==> config.mk <==
export PLATFORM = sky130hd
export DESIGN_NAME = lca_control_alarm
export DESIGN_NICKNAME = d
export VERILOG_FILES = /design/src/core/lca_pkg.sv /design/src/core/lca_control_alarm.sv
export SDC_FILE = /design/constraint.sdc
export NUM_CORES = 1
export LEC_CHECK = 0
export ABC_AREA = 1
export BUFFER_PORTS_ARGS = -buffer_cell sky130_fd_sc_hd__buf_2
export CORE_MARGIN = 1.5
export CORE_UTILIZATION = 62
export CTS_CLUSTER_DIAMETER = 30
export DETAILED_ROUTE_END_ITERATION = 6
export PLACE_DENSITY = 0.85
export SLEW_MARGIN = 20
export SYNTH_ARGS = -nofsm -noshare
export SYNTH_HDL_FRONTEND = slang
export SYNTH_SLANG_ARGS = --single-unit
==> constraint.sdc <==
create_clock -name clk -period 22.7 [get_ports clk]
set_input_delay 4.54 -clock clk [delete_from_list [all_inputs] [get_ports clk]]
set_output_delay 4.54 -clock clk [all_outputs]
set_load 0.02 [all_outputs]
==> src/core/lca_pkg.sv <==
// Package for the line-unit control and alarm block.
// Assumes a single 100 MHz system clock; line-side clocks arrive as pins.
package lca_pkg;
    localparam int CLK_MHZ = 100;
    localparam int NUM_CHAN = 3;
    // Missing-pulse window in transmit clock periods, nominal and tolerance
    localparam int DRIVE_FAULT_TXCLK = 128;
    localparam int DRIVE_FAULT_TOL = 32;
    // Lock compare window in reference clock periods
    localparam int LOCK_WINDOW = 1000;
    // 0.5% of the window, in recovered clock periods
    localparam int LOCK_TOL = LOCK_WINDOW * 5 / 1000;

    // Register offsets (byte addresses)
    localparam logic [3:0] REG_CTRL = 4'h0;
    localparam logic [3:0] REG_STATUS = 4'h4;
    localparam logic [3:0] REG_LOS = 4'h8;
    // Control register field positions, one bit per channel per field
    localparam int CTRL_AOS_POS = 0;
    localparam int CTRL_LLB_POS = 4;
    localparam int CTRL_RLB_POS = 8;
    localparam int CTRL_MUTE_POS = 12;
    localparam int CTRL_E3_POS = 16;
    localparam logic [31:0] CTRL_RESET = 32'h0000_0000;
    // Status register field positions
    localparam int STAT_DMO_POS = 0;
    localparam int STAT_LOS_POS = 4;
    localparam int STAT_LOL_POS = 8;
    localparam int STAT_HOST_POS = 12;

    typedef enum logic [1:0] {
        LB_NONE,
        LB_ANALOG_LOCAL,
        LB_DIGITAL_LOCAL,
        LB_REMOTE
    } lca_loopback_e;

    typedef struct packed {
        logic allOnes;
        logic localLb;
        logic remoteLb;
        logic muteEn;
    } lca_chan_cfg_s;
endpackage

==> src/core/lca_control_alarm.sv <==
// Control and alarm logic for three line channels.
// Assumes line clocks and pins are asynchronous; clocks and strap pins are synchronised here, data and alarm inputs are only registered once.
// Overview of operation
// - No monitor pulse 128 txclk sets fault
// - Fault holds until a monitor pulse
// - All-ones select sends continuous marks
// - One all-ones mark per transmit clock
// - Host mode ignores all-ones pin
// - LOS indicator follows declared loss, mode-specific
// - Lock loss when clocks differ over 0.5%
// - Each violation pulses indicator, else low
// - In-circuit test low floats all outputs
// - Threshold pin picks one of two thresholds
// - Threshold used only in DS3/STS-1 rate
// - Local high, remote low: analog local loop
// - Both high: digital local loop
// - Remote only: remote loop; none: none
// - Host mode ignores loopback and mute pins
// - Mute enabled forces recovered data low on loss
// - Mute disabled passes recovered data
// - Select pin high means host mode
//
// The Avalon-MM interface to the registers and the placing of the registers were chosen for this implementation.
module lca_control_alarm #(
    parameter int NCH = lca_pkg::NUM_CHAN
) (
    input  wire logic                clk,
    input  wire logic                rst_n,
    // Avalon-MM slave
    input  wire logic [3:0]          avs_address,
    input  wire logic                avs_read,
    input  wire logic                avs_write,
    input  wire logic [31:0]         avs_writedata,
    output logic      [31:0]         avs_readdata,
    output logic                     avs_waitrequest,
    // Pins
    input  wire logic                host_or_strap_sel,
    input  wire logic                incircuit_test_n,
    input  wire logic                mute_on_loss_enable,
    input  wire logic [NCH-1:0]      monitor_tip_in,
    input  wire logic [NCH-1:0]      monitor_ring_in,
    input  wire logic [NCH-1:0]      tx_all_ones_sel,
    input  wire logic [NCH-1:0]      local_loopback_in,
    input  wire logic [NCH-1:0]      remote_loopback_in,
    input  wire logic [NCH-1:0]      signal_loss_threshold_sel,
    input  wire logic [NCH-1:0]      e3_mode_in,
    input  wire logic [NCH-1:0]      tx_clock_in,
    input  wire logic [NCH-1:0]      reference_clock_in,
    input  wire logic [NCH-1:0]      rx_recovered_clock_in,
    input  wire logic [NCH-1:0]      tx_data_pos_in,
    input  wire logic [NCH-1:0]      tx_data_neg_in,
    input  wire logic [NCH-1:0]      rx_dec_pos_in,
    input  wire logic [NCH-1:0]      rx_dec_neg_in,
    input  wire logic [NCH-1:0]      rx_code_viol_in,
    input  wire logic [NCH-1:0]      rx_loss_hi_thr_in,
    input  wire logic [NCH-1:0]      rx_loss_lo_thr_in,
    // Outputs, all sharing one output enable
    output logic      [NCH-1:0]      drive_fault_out,
    output logic      [NCH-1:0]      rx_signal_loss_out,
    output logic      [NCH-1:0]      rx_lock_loss_out,
    output logic      [NCH-1:0]      code_violation_out,
    output logic      [NCH-1:0]      rx_data_pos,
    output logic      [NCH-1:0]      rx_data_neg,
    output logic      [NCH-1:0]      tx_line_tip,
    output logic      [NCH-1:0]      tx_line_ring,
    output lca_pkg::lca_loopback_e [NCH-1:0] loopbackMode,
    output logic                     outputsEnable
);
    localparam int SW = 10 * NCH + 3;
    localparam int LW = $clog2(lca_pkg::LOCK_WINDOW + 1);
    localparam int CW = $clog2(2 * lca_pkg::LOCK_WINDOW + 1);
    localparam int FW = 8;
    localparam logic [FW-1:0] FAULT_CNT =
        FW'(lca_pkg::DRIVE_FAULT_TXCLK);
    localparam logic [LW-1:0] WIN_END = LW'(lca_pkg::LOCK_WINDOW);
    localparam logic [CW-1:0] CNT_LO =
        CW'(lca_pkg::LOCK_WINDOW - lca_pkg::LOCK_TOL);
    localparam logic [CW-1:0] CNT_HI =
        CW'(lca_pkg::LOCK_WINDOW + lca_pkg::LOCK_TOL);

    // Status fields are four bits wide per alarm
    if (NCH < 1 || NCH > 4) begin : gBadNch
        $error("NCH must lie between 1 and 4");
    end

    function automatic logic riseOf(input logic [2:0] s);
        return s[1] & ~s[2];
    endfunction

    // Reset release
    logic [1:0] rstSync;
    logic       rstN;
    always_ff @(posedge clk or negedge rst_n) begin
        if (!rst_n)
            rstSync <= 2'h0;
        else
            rstSync <= {rstSync[0], 1'b1};
    end
    assign rstN = rstSync[1];

    // Input synchronisers; bit 2 is an extra stage for edge detection
    logic [2:0] syncQ [SW];
    logic [SW-1:0] pinsRaw;
    logic [SW-1:0] pinS;
    logic [SW-1:0] pinPrev;
    assign pinsRaw = {host_or_strap_sel, incircuit_test_n,
                      mute_on_loss_enable, monitor_tip_in, monitor_ring_in,
                      tx_all_ones_sel, local_loopback_in,
                      remote_loopback_in, signal_loss_threshold_sel,
                      e3_mode_in, tx_clock_in, reference_clock_in,
                      rx_recovered_clock_in};
    always_ff @(posedge clk or negedge rstN) begin
        if (!rstN) begin
            for (int i = 0; i < SW; i++)
                syncQ[i] <= 3'h0;
        end else begin
            for (int i = 0; i < SW; i++)
                syncQ[i] <= {syncQ[i][1:0], pinsRaw[i]};
        end
    end
    for (genvar g = 0; g < SW; g++) begin : gUnpack
        assign pinS[g] = syncQ[g][1];
        assign pinPrev[g] = syncQ[g][2];
    end

    wire logic           hostMode = pinS[SW-1];
    wire logic           ictN     = pinS[SW-2];
    wire logic           muteS    = pinS[SW-3];
    wire logic [NCH-1:0] aosS     = pinS[7*NCH +: NCH];
    wire logic [NCH-1:0] llbS     = pinS[6*NCH +: NCH];
    wire logic [NCH-1:0] rlbS     = pinS[5*NCH +: NCH];
    wire logic [NCH-1:0] e3S      = pinS[3*NCH +: NCH];
    logic [NCH-1:0] tipEdge, ringEdge, txTick, refTick, rxTick;
    for (genvar c = 0; c < NCH; c++) begin : gEdge
        assign tipEdge[c]  = riseOf(syncQ[9*NCH + c]);
        assign ringEdge[c] = riseOf(syncQ[8*NCH + c]);
        assign txTick[c]   = riseOf(syncQ[2*NCH + c]);
        assign refTick[c]  = riseOf(syncQ[NCH + c]);
        assign rxTick[c]   = riseOf(syncQ[c]);
    end

    // Threshold strap caught once, after the synchroniser has filled
    logic [NCH-1:0] thrSelQ;
    logic [1:0]     thrWaitQ;
    always_ff @(posedge clk or negedge rstN) begin
        if (!rstN) begin
            thrSelQ <= '0;
            thrWaitQ <= 2'h0;
        end else if (thrWaitQ != 2'h3) begin
            thrWaitQ <= thrWaitQ + 2'h1;
            if (thrWaitQ == 2'h2)
                thrSelQ <= pinS[4*NCH +: NCH];
        end
    end

    // Register bus: zero wait on write, one wait on read
    logic [31:0] ctrlQ;
    logic        rdDoneQ;
    logic [31:0] rdDataQ;
    logic [SW-1:0] unusedPrev;
    wire logic selCtrl = avs_address == lca_pkg::REG_CTRL;
    wire logic selStat = avs_address == lca_pkg::REG_STATUS;
    wire logic selLos  = avs_address == lca_pkg::REG_LOS;
    logic [31:0] statusWord;
    logic [31:0] rdMux;
    assign unusedPrev = pinPrev;
    assign rdMux = selCtrl ? ctrlQ : selStat ? statusWord
                 : selLos ? {28'h0, 4'(thrSelQ)} : 32'h0;
    assign avs_waitrequest = avs_read & ~rdDoneQ;
    assign avs_readdata = rdDataQ;
    always_ff @(posedge clk or negedge rstN) begin
        if (!rstN) begin
            ctrlQ <= lca_pkg::CTRL_RESET;
            rdDoneQ <= 1'b0;
            rdDataQ <= 32'h0;
        end else begin
            if (avs_write && selCtrl)
                ctrlQ <= avs_writedata;
            rdDoneQ <= avs_read & ~rdDoneQ;
            if (avs_read && !rdDoneQ)
                rdDataQ <= rdMux;
        end
    end

    // Effective per-channel configuration
    lca_pkg::lca_chan_cfg_s cfg [NCH];
    logic [NCH-1:0] e3Eff;
    for (genvar c = 0; c < NCH; c++) begin : gCfg
        assign cfg[c] = hostMode ?
            {ctrlQ[lca_pkg::CTRL_AOS_POS + c],
             ctrlQ[lca_pkg::CTRL_LLB_POS + c],
             ctrlQ[lca_pkg::CTRL_RLB_POS + c],
             ctrlQ[lca_pkg::CTRL_MUTE_POS + c]}
            : {aosS[c], llbS[c], rlbS[c], muteS};
        assign e3Eff[c] = hostMode ? ctrlQ[lca_pkg::CTRL_E3_POS + c]
                                   : e3S[c];
        always_comb begin
            case ({cfg[c].localLb, cfg[c].remoteLb})
                2'b10:   loopbackMode[c] = lca_pkg::LB_ANALOG_LOCAL;
                2'b11:   loopbackMode[c] = lca_pkg::LB_DIGITAL_LOCAL;
                2'b01:   loopbackMode[c] = lca_pkg::LB_REMOTE;
                default: loopbackMode[c] = lca_pkg::LB_NONE;
            endcase
        end
    end

    // Per-channel alarms and datapath
    logic [FW-1:0] idleCntQ [NCH];
    logic [LW-1:0] refCntQ [NCH];
    logic [CW-1:0] rxCntQ [NCH];
    logic [NCH-1:0] dmoQ, lolQ, losQ, lcvQ, rpQ, rnQ, ttQ, trQ, markQ;
    logic [NCH-1:0] losNow;
    for (genvar c = 0; c < NCH; c++) begin : gChan
        // Threshold only matters outside E3
        assign losNow[c] = (!e3Eff[c] && thrSelQ[c]) ?
                           rx_loss_hi_thr_in[c] : rx_loss_lo_thr_in[c];
        always_ff @(posedge clk or negedge rstN) begin
            if (!rstN) begin
                idleCntQ[c] <= '0;
                dmoQ[c] <= 1'b0;
                refCntQ[c] <= '0;
                rxCntQ[c] <= '0;
                lolQ[c] <= 1'b0;
                markQ[c] <= 1'b0;
                ttQ[c] <= 1'b0;
                trQ[c] <= 1'b0;
            end else begin
                if (tipEdge[c] || ringEdge[c]) begin
                    idleCntQ[c] <= '0;
                    dmoQ[c] <= 1'b0;
                end else if (txTick[c]) begin
                    if (idleCntQ[c] >= FAULT_CNT - 8'h1)
                        dmoQ[c] <= 1'b1;
                    else
                        idleCntQ[c] <= idleCntQ[c] + 8'h1;
                end
                if (refTick[c] && refCntQ[c] == WIN_END - 1'b1) begin
                    refCntQ[c] <= '0;
                    rxCntQ[c] <= '0;
                    lolQ[c] <= rxCntQ[c] < CNT_LO ||
                               rxCntQ[c] > CNT_HI;
                end else begin
                    if (refTick[c])
                        refCntQ[c] <= refCntQ[c] + 1'b1;
                    if (rxTick[c] && rxCntQ[c] != '1)
                        rxCntQ[c] <= rxCntQ[c] + 1'b1;
                end
                if (txTick[c]) begin
                    if (cfg[c].allOnes) begin
                        markQ[c] <= ~markQ[c];
                        ttQ[c] <= ~markQ[c];
                        trQ[c] <= markQ[c];
                    end else begin
                        ttQ[c] <= tx_data_pos_in[c];
                        trQ[c] <= tx_data_neg_in[c];
                    end
                end
            end
        end
        always_ff @(posedge clk or negedge rstN) begin
            if (!rstN) begin
                losQ[c] <= 1'b0;
                lcvQ[c] <= 1'b0;
                rpQ[c] <= 1'b0;
                rnQ[c] <= 1'b0;
            end else begin
                losQ[c] <= losNow[c];
                lcvQ[c] <= rx_code_viol_in[c];
                rpQ[c] <= rx_dec_pos_in[c] &
                          ~(cfg[c].muteEn & losNow[c]);
                rnQ[c] <= rx_dec_neg_in[c] &
                          ~(cfg[c].muteEn & losNow[c]);
            end
        end
    end

    assign statusWord = {19'h0, hostMode, 4'(lolQ), 4'(losQ), 4'(dmoQ)};
    assign outputsEnable      = ictN;
    assign drive_fault_out    = dmoQ;
    assign rx_signal_loss_out = losQ;
    assign rx_lock_loss_out   = lolQ;
    assign code_violation_out = lcvQ;
    assign rx_data_pos        = rpQ;
    assign rx_data_neg        = rnQ;
    assign tx_line_tip        = ttQ;
    assign tx_line_ring       = trQ;

    // Fault may rise only after a full idle window of tx ticks
    a_fault_needs_idle: assert property (@(posedge clk)
        disable iff (!rstN)
        $rose(dmoQ[0]) |-> $past(idleCntQ[0]) == FAULT_CNT - 8'h1)
        else $error("drive fault rose early");
    a_fault_clears_pulse: assert property (@(posedge clk)
        disable iff (!rstN)
        $fell(dmoQ[0]) |-> $past(tipEdge[0] | ringEdge[0]))
        else $error("drive fault cleared without pulse");
    a_all_ones_marks: assert property (@(posedge clk)
        disable iff (!rstN)
        txTick[0] && cfg[0].allOnes |=> ttQ[0] != trQ[0])
        else $error("all ones lost a mark");
    a_host_ignores_pin: assert property (@(posedge clk)
        disable iff (!rstN)
        hostMode |-> cfg[0].allOnes == ctrlQ[lca_pkg::CTRL_AOS_POS])
        else $error("host mode used pin");
    a_mute_forces_low: assert property (@(posedge clk)
        disable iff (!rstN)
        cfg[0].muteEn && losNow[0] |=> !rpQ[0] && !rnQ[0])
        else $error("data not muted");
    a_mute_off_passes: assert property (@(posedge clk)
        disable iff (!rstN)
        !cfg[0].muteEn |=> rpQ[0] == $past(rx_dec_pos_in[0]))
        else $error("data muted wrongly");
    a_viol_follows: assert property (@(posedge clk)
        disable iff (!rstN)
        ##1 lcvQ[0] == $past(rx_code_viol_in[0]))
        else $error("violation pulse lost");
    a_digital_loop: assert property (@(posedge clk)
        disable iff (!rstN)
        cfg[0].localLb && cfg[0].remoteLb
        |-> loopbackMode[0] == lca_pkg::LB_DIGITAL_LOCAL)
        else $error("loopback decode wrong");
    a_analog_loop: assert property (@(posedge clk)
        disable iff (!rstN)
        cfg[0].localLb && !cfg[0].remoteLb
        |-> loopbackMode[0] == lca_pkg::LB_ANALOG_LOCAL)
        else $error("analog loopback decode wrong");
    a_remote_loop: assert property (@(posedge clk)
        disable iff (!rstN)
        !cfg[0].localLb && cfg[0].remoteLb
        |-> loopbackMode[0] == lca_pkg::LB_REMOTE)
        else $error("remote loopback decode wrong");
    a_host_mute_reg: assert property (@(posedge clk)
        disable iff (!rstN)
        hostMode |-> cfg[0].muteEn == ctrlQ[lca_pkg::CTRL_MUTE_POS])
        else $error("host mode used mute pin");
    a_los_high_thr: assert property (@(posedge clk)
        disable iff (!rstN)
        !e3Eff[0] && thrSelQ[0]
        |=> losQ[0] == $past(rx_loss_hi_thr_in[0]))
        else $error("high threshold not used");
    a_los_e3_low_thr: assert property (@(posedge clk)
        disable iff (!rstN)
        e3Eff[NCH-1]
        |=> losQ[NCH-1] == $past(rx_loss_lo_thr_in[NCH-1]))
        else $error("threshold used in E3");
    a_lock_at_window: assert property (@(posedge clk)
        disable iff (!rstN)
        $changed(lolQ[0]) |-> $past(refTick[0]))
        else $error("lock flag moved mid window");
    a_ict_floats: assert property (@(posedge clk)
        disable iff (!rstN)
        !ictN |-> !outputsEnable)
        else $error("outputs driven in test");
    c_fault_set: cover property (@(posedge clk) $rose(dmoQ[0]));
    c_lock_lost: cover property (@(posedge clk) $rose(lolQ[0]));
    c_muted: cover property (@(posedge clk) cfg[0].muteEn && losNow[0]);
    c_bus_read: cover property (@(posedge clk) avs_read && rdDoneQ);
endmodule

# == After elaboration in Yosys (flattened, before gate mapping) ==
# Cells that the tools add are included.
# W data, S select, Z words.
# op_classes
reduce_logical,44
order_cmp,9
n_mux,51
add_sub_neg,10
n_eq_ne,22
bitwise_logic,47
# op_table
op,count
$mux W8,9
$mux W11,6
$mux W10,6
$add A11 B1 Y11 const B,3
$gt A11 B10 Y1 const B,3
$lt A11 B10 Y1 const B,3
$ne A11 B11 Y1 const B,3
$mux W32,1
$add A10 B1 Y10 const B,3
$eq A10 B10 Y1 const B,3
$and A1 B1 Y1,25
$add A8 B1 Y8 const B,3
$ge A8 B7 Y1 const B,3
$reduce_bool A2 Y1,12
$not A1 Y1,22
$mux W1,21
$reduce_and A2 Y1,10
$pmux W2 S3,3
$eq A2 B2 Y1 const B,7
$mux W13,1
$mux W4,3
$logic_and A1 B1 Y1,11
$ne A2 B2 Y1 const B,4
$eq A2 B1 Y1 const B,3
other kinds (7),15
# word_totals
register_bits,267
output_inout_bits,64

# == Logic depth before layout (Yosys ltp) ==
# logic_depth
ltp_word,7
mapped_depth,9
ltp_nobuf,9

# == Least setup slack after synthesis ==
# OpenSTA, ideal clock, no wires.
# synth_timing
path_type,input-to-output
startpoint,in avs_read
endpoint,out avs_waitrequest
path_slack_ps,13021
arrival_ps,5139
path_buffers,1
path_stages,3
cell_sequence,inv_1 -> nor2_2 -> clkbuf_1
# synth_via
elab_chain_cells,1
# synth_lines
element,line,text
"start, declared",lca_control_alarm.sv:31,"input wire logic avs_read,"
$and A1 B1 Y1,lca_control_alarm.sv:169,assign avs_waitrequest = avs_read & ~rdDoneQ;
"end, declared",lca_control_alarm.sv:35,"output logic avs_waitrequest,"
# Every way passes these cells.

# == Final worst setup path ==
# Ends and elaborated chain as after synthesis.

==> flow_summary_export.csv <==
group,metric,value,unit
drt,wl,25.8,mm
drt,num_vias,9658,
clock_network,clkLatencyLatePin,0.54,ns
timing,finalClockSkew,0.0167,ns
drt,drtPass1Iterations,5,
timing,min_period_over_period,0.436,
cells_and_area,multi_input_area,4280,µm²
grt,grt_pass1_wl,42.6,mm
logic_synthesis,synth_area_leaders,"dfrtp_1 57%, nand2_1 12%, inv_1 5.3%",
logic_synthesis,yosysMostFrequentCell,"nand2_1",
timing,finalSetupTns,0,ns
critical_path,critical-path-slowest-cell,"buf_4",
die,ios,158,
cells_and_area,seq_area,6690,µm²
run,maxCapViolations,0,
critical_path,rr_startpoint,"rstSync[1]",
power_and_ir_drop,vdd_drop_max,0.0842,mV
logic_synthesis,yosys.area.top_type,"dfrtp_1",
placement,place_inst,1737,
logic_synthesis,postSynthCellCount,1373,
logic_synthesis,synth_common_cells,"390 x nand2_1, 267 x dfrtp_1, 167 x inv_1",
die,core_area,18700,µm²
cells_and_area,final_net_count,1660,
cells_and_area,fin_cells,1824,
clock_network,holdBufCountCts,0,
cells_and_area,drive_gt1_frac,0.184,
logic_synthesis,yosysWarnings,0,
grt,antenna_found_initial,2,
logic_synthesis,syn-cell-area,11800,µm²
clock_network,clkTransAtPathRegs,0.05,ns
critical_path,path_max_fanout,42,
grt,gr-total-overflow,0,
critical_path,arrival,5.36,ns
drt,via_per_inst,5.29,
clock_network,clock-root-buffer,"clkbuf_16",
clock_network,cts_made_buffers,47,
drt,wl_per_cell,14.2,µm
outcome,status,"finished clean",
die,fp.dieW,141,µm
grt,grt_use_total,0.265,
placement,hpwl,17.1,mm
worst_hold_path,worstHoldPathType,"flip-flop to async pin",
timing,whs,0.321,ns
timing,slew_violations,0,
critical_path,r2r-end,"syncQ[66]",
critical_path,startpoint_type,"input pin",
grt,grt_max_degree,80,
clock_network,clkSinkCount,267,
critical_path,crit_chain,"buf_2, inv_1, nor2_2, buf_4, buf_2",
drt,postRouteAntennaNets,0,
timing,max_freq,101,MHz
critical_path,crit_top_cell,"buf_2",
critical_path,critPathRequiredTime,18.16,ns
drt,drc,0,
logic_synthesis,synth_cell_types,35,
logic_synthesis,synth_top_area_frac,0.566,
critical_path,rrSetupSlack,19.32,ns
logic_synthesis,synth_seq_cells,267,
logic_synthesis,async_reset_ff_frac,1.00,
clock_network,cts_tree,"done",
timing,grt_setup_unrepaired,"false",
logic_synthesis,synth-edff-count,0,
logic_synthesis,synthesis.nets,1481,
placement,portBuffers,157,
critical_path,cp-end-kind,"output port",
logic_synthesis,ys_seq_area_frac,0.566,
placement,place_congestion,0.866,
critical_path,critPathKind,"input pin to output port",
die,std_cell_rows,50,
timing,hold_viol,0,
timing,setup-violations-final,0,
clock_network,cts_buffer_depth,3,
power_and_ir_drop,p_leak,7.48,nW
clock_network,cts_setup_buffers,0,
drt,drt_iter0_drc,695,
clock_network,ctsHtreeMaxLevel,2,
grt,grt_pass1_vias,9251,
logic_synthesis,synth_flop_cell,"dfrtp_1",
timing,worst_slew_margin_rel,0.342,
critical_path,critPathMaxStageDelay,0.40,ns
power_and_ir_drop,cellPowerDensity,100,nW/µm²
die,die_y,141,µm
die,initial_core_util,0.631,
die,dieArea,19900,µm²
cells_and_area,area_growth,21.7,%
cells_and_area,fillers,1237,
critical_path,worstRegToRegCells,3,
clock_network,cts_resized,0,
timing,tightest_slew,0.987,ns
cells_and_area,post-route-util,0.767,
timing,period_needed,9.90,ns
logic_synthesis,avgSynthCellArea,8.59,µm²
==> worst max-delay path, delay by kind of cell <==
| kind | cells | cell delay, ns |
|---|---|---|
| buffers and inverters | 4 | 0.75 |
| and+or+nand+nor | 1 | 0.06 |
==> sequential cells by signal (all words and copies together), names as in the netlist, 15 cells and up <==
signal / count
ctrlQ: 32
idleCntQ: 24
rxCntQ: 33
pinS: 21
refCntQ: 30
avs_readdata: 32
syncQ: 33
pinPrev: 15
==> per-layer routing <==
layer,up-vias,global-route usage,routed length (µm)
li1,4715,-,-
met1,4553,0.341,10800
met2,312,0.443,12600
met3,76,0.0486,1490
met4,2,0.120,982
met5,-,0,13
==> how the worst max path moves through the flow <==
stage / from / endpoint / cells after the start
after global placement: avs_read / avs_waitrequest / 5
after floorplan: avs_read / avs_waitrequest / 3
after CTS: avs_read / avs_waitrequest / 5
after global routing: avs_read / avs_waitrequest / 5
final: avs_read / avs_waitrequest / 5
after detailed placement: avs_read / avs_waitrequest / 5
==> cell type report <==
type | instances | share of cell area
clock buffers | 56 | 0.0900
diodes | 1 | 0.000174
repair buffers | 161 | 0.0568
flip-flops and latches | 267 | 0.466
inverters | 174 | 0.0455
clock inverters | 30 | 0.0233
multi-input cells | 901 | 0.298
well taps | 234 | 0.0204
==> through the flow <==
stage | power, mW | instance area [µm²] | setup WS, ns
after floorplan | 0.689 | 11800 | 13.02
after global placement | 0.729 | 12700 | 12.81
after detailed placement | 0.738 | 12700 | 12.81
after CTS | 1.45 | 14300 | 12.81
after global routing | 1.50 | 14400 | 12.75
final | 1.44 | 14400 | 12.80
==> logic make-up (layout without fill, tap and decap cells) <==
family / count (synthesis) / count (layout) / share of synthesized area
mux: 3 / 3 / 0.00286
buf+inv: 205 / 421 / 0.0715
compound gates: 135 / 135 / 0.0633
fa+ha+maj: 14 / 14 / 0.0148
simple gates: 721 / 721 / 0.261
xor+xnor: 27 / 27 / 0.0200
other cells: 1 / 2 / 0.000318
flops: 267 / 267 / 0.566
==> where the power goes <==
part	leakage [nW]	switching (mW)	internal, mW
clock network	0.788	0.245	0.458
registers	3.35	0.0506	0.528
logic	3.33	0.0988	0.0571
==> placed cells by master, fill, tap and decap left out, types with 6 or more instances in the layout <==
master,netlist,routed
a21oi_1,21,21
a31oi_1,10,10
buf_2,14,157
clkbuf_16,0,49
clkinv_4,0,6
dfrtp_1,267,266
ha_1,14,14
inv_1,167,167
inv_6,0,9
nand2_1,390,390
nand2_2,7,7
nand3_1,122,122
nand3_2,11,10
nand4_1,21,21
nor2_1,136,136
nor2_2,12,12
nor3_1,16,16
o21ai_0,69,69
o21ai_1,23,23
xnor2_1,10,10
xor2_1,17,17
(Power assumes the default switching activity.)
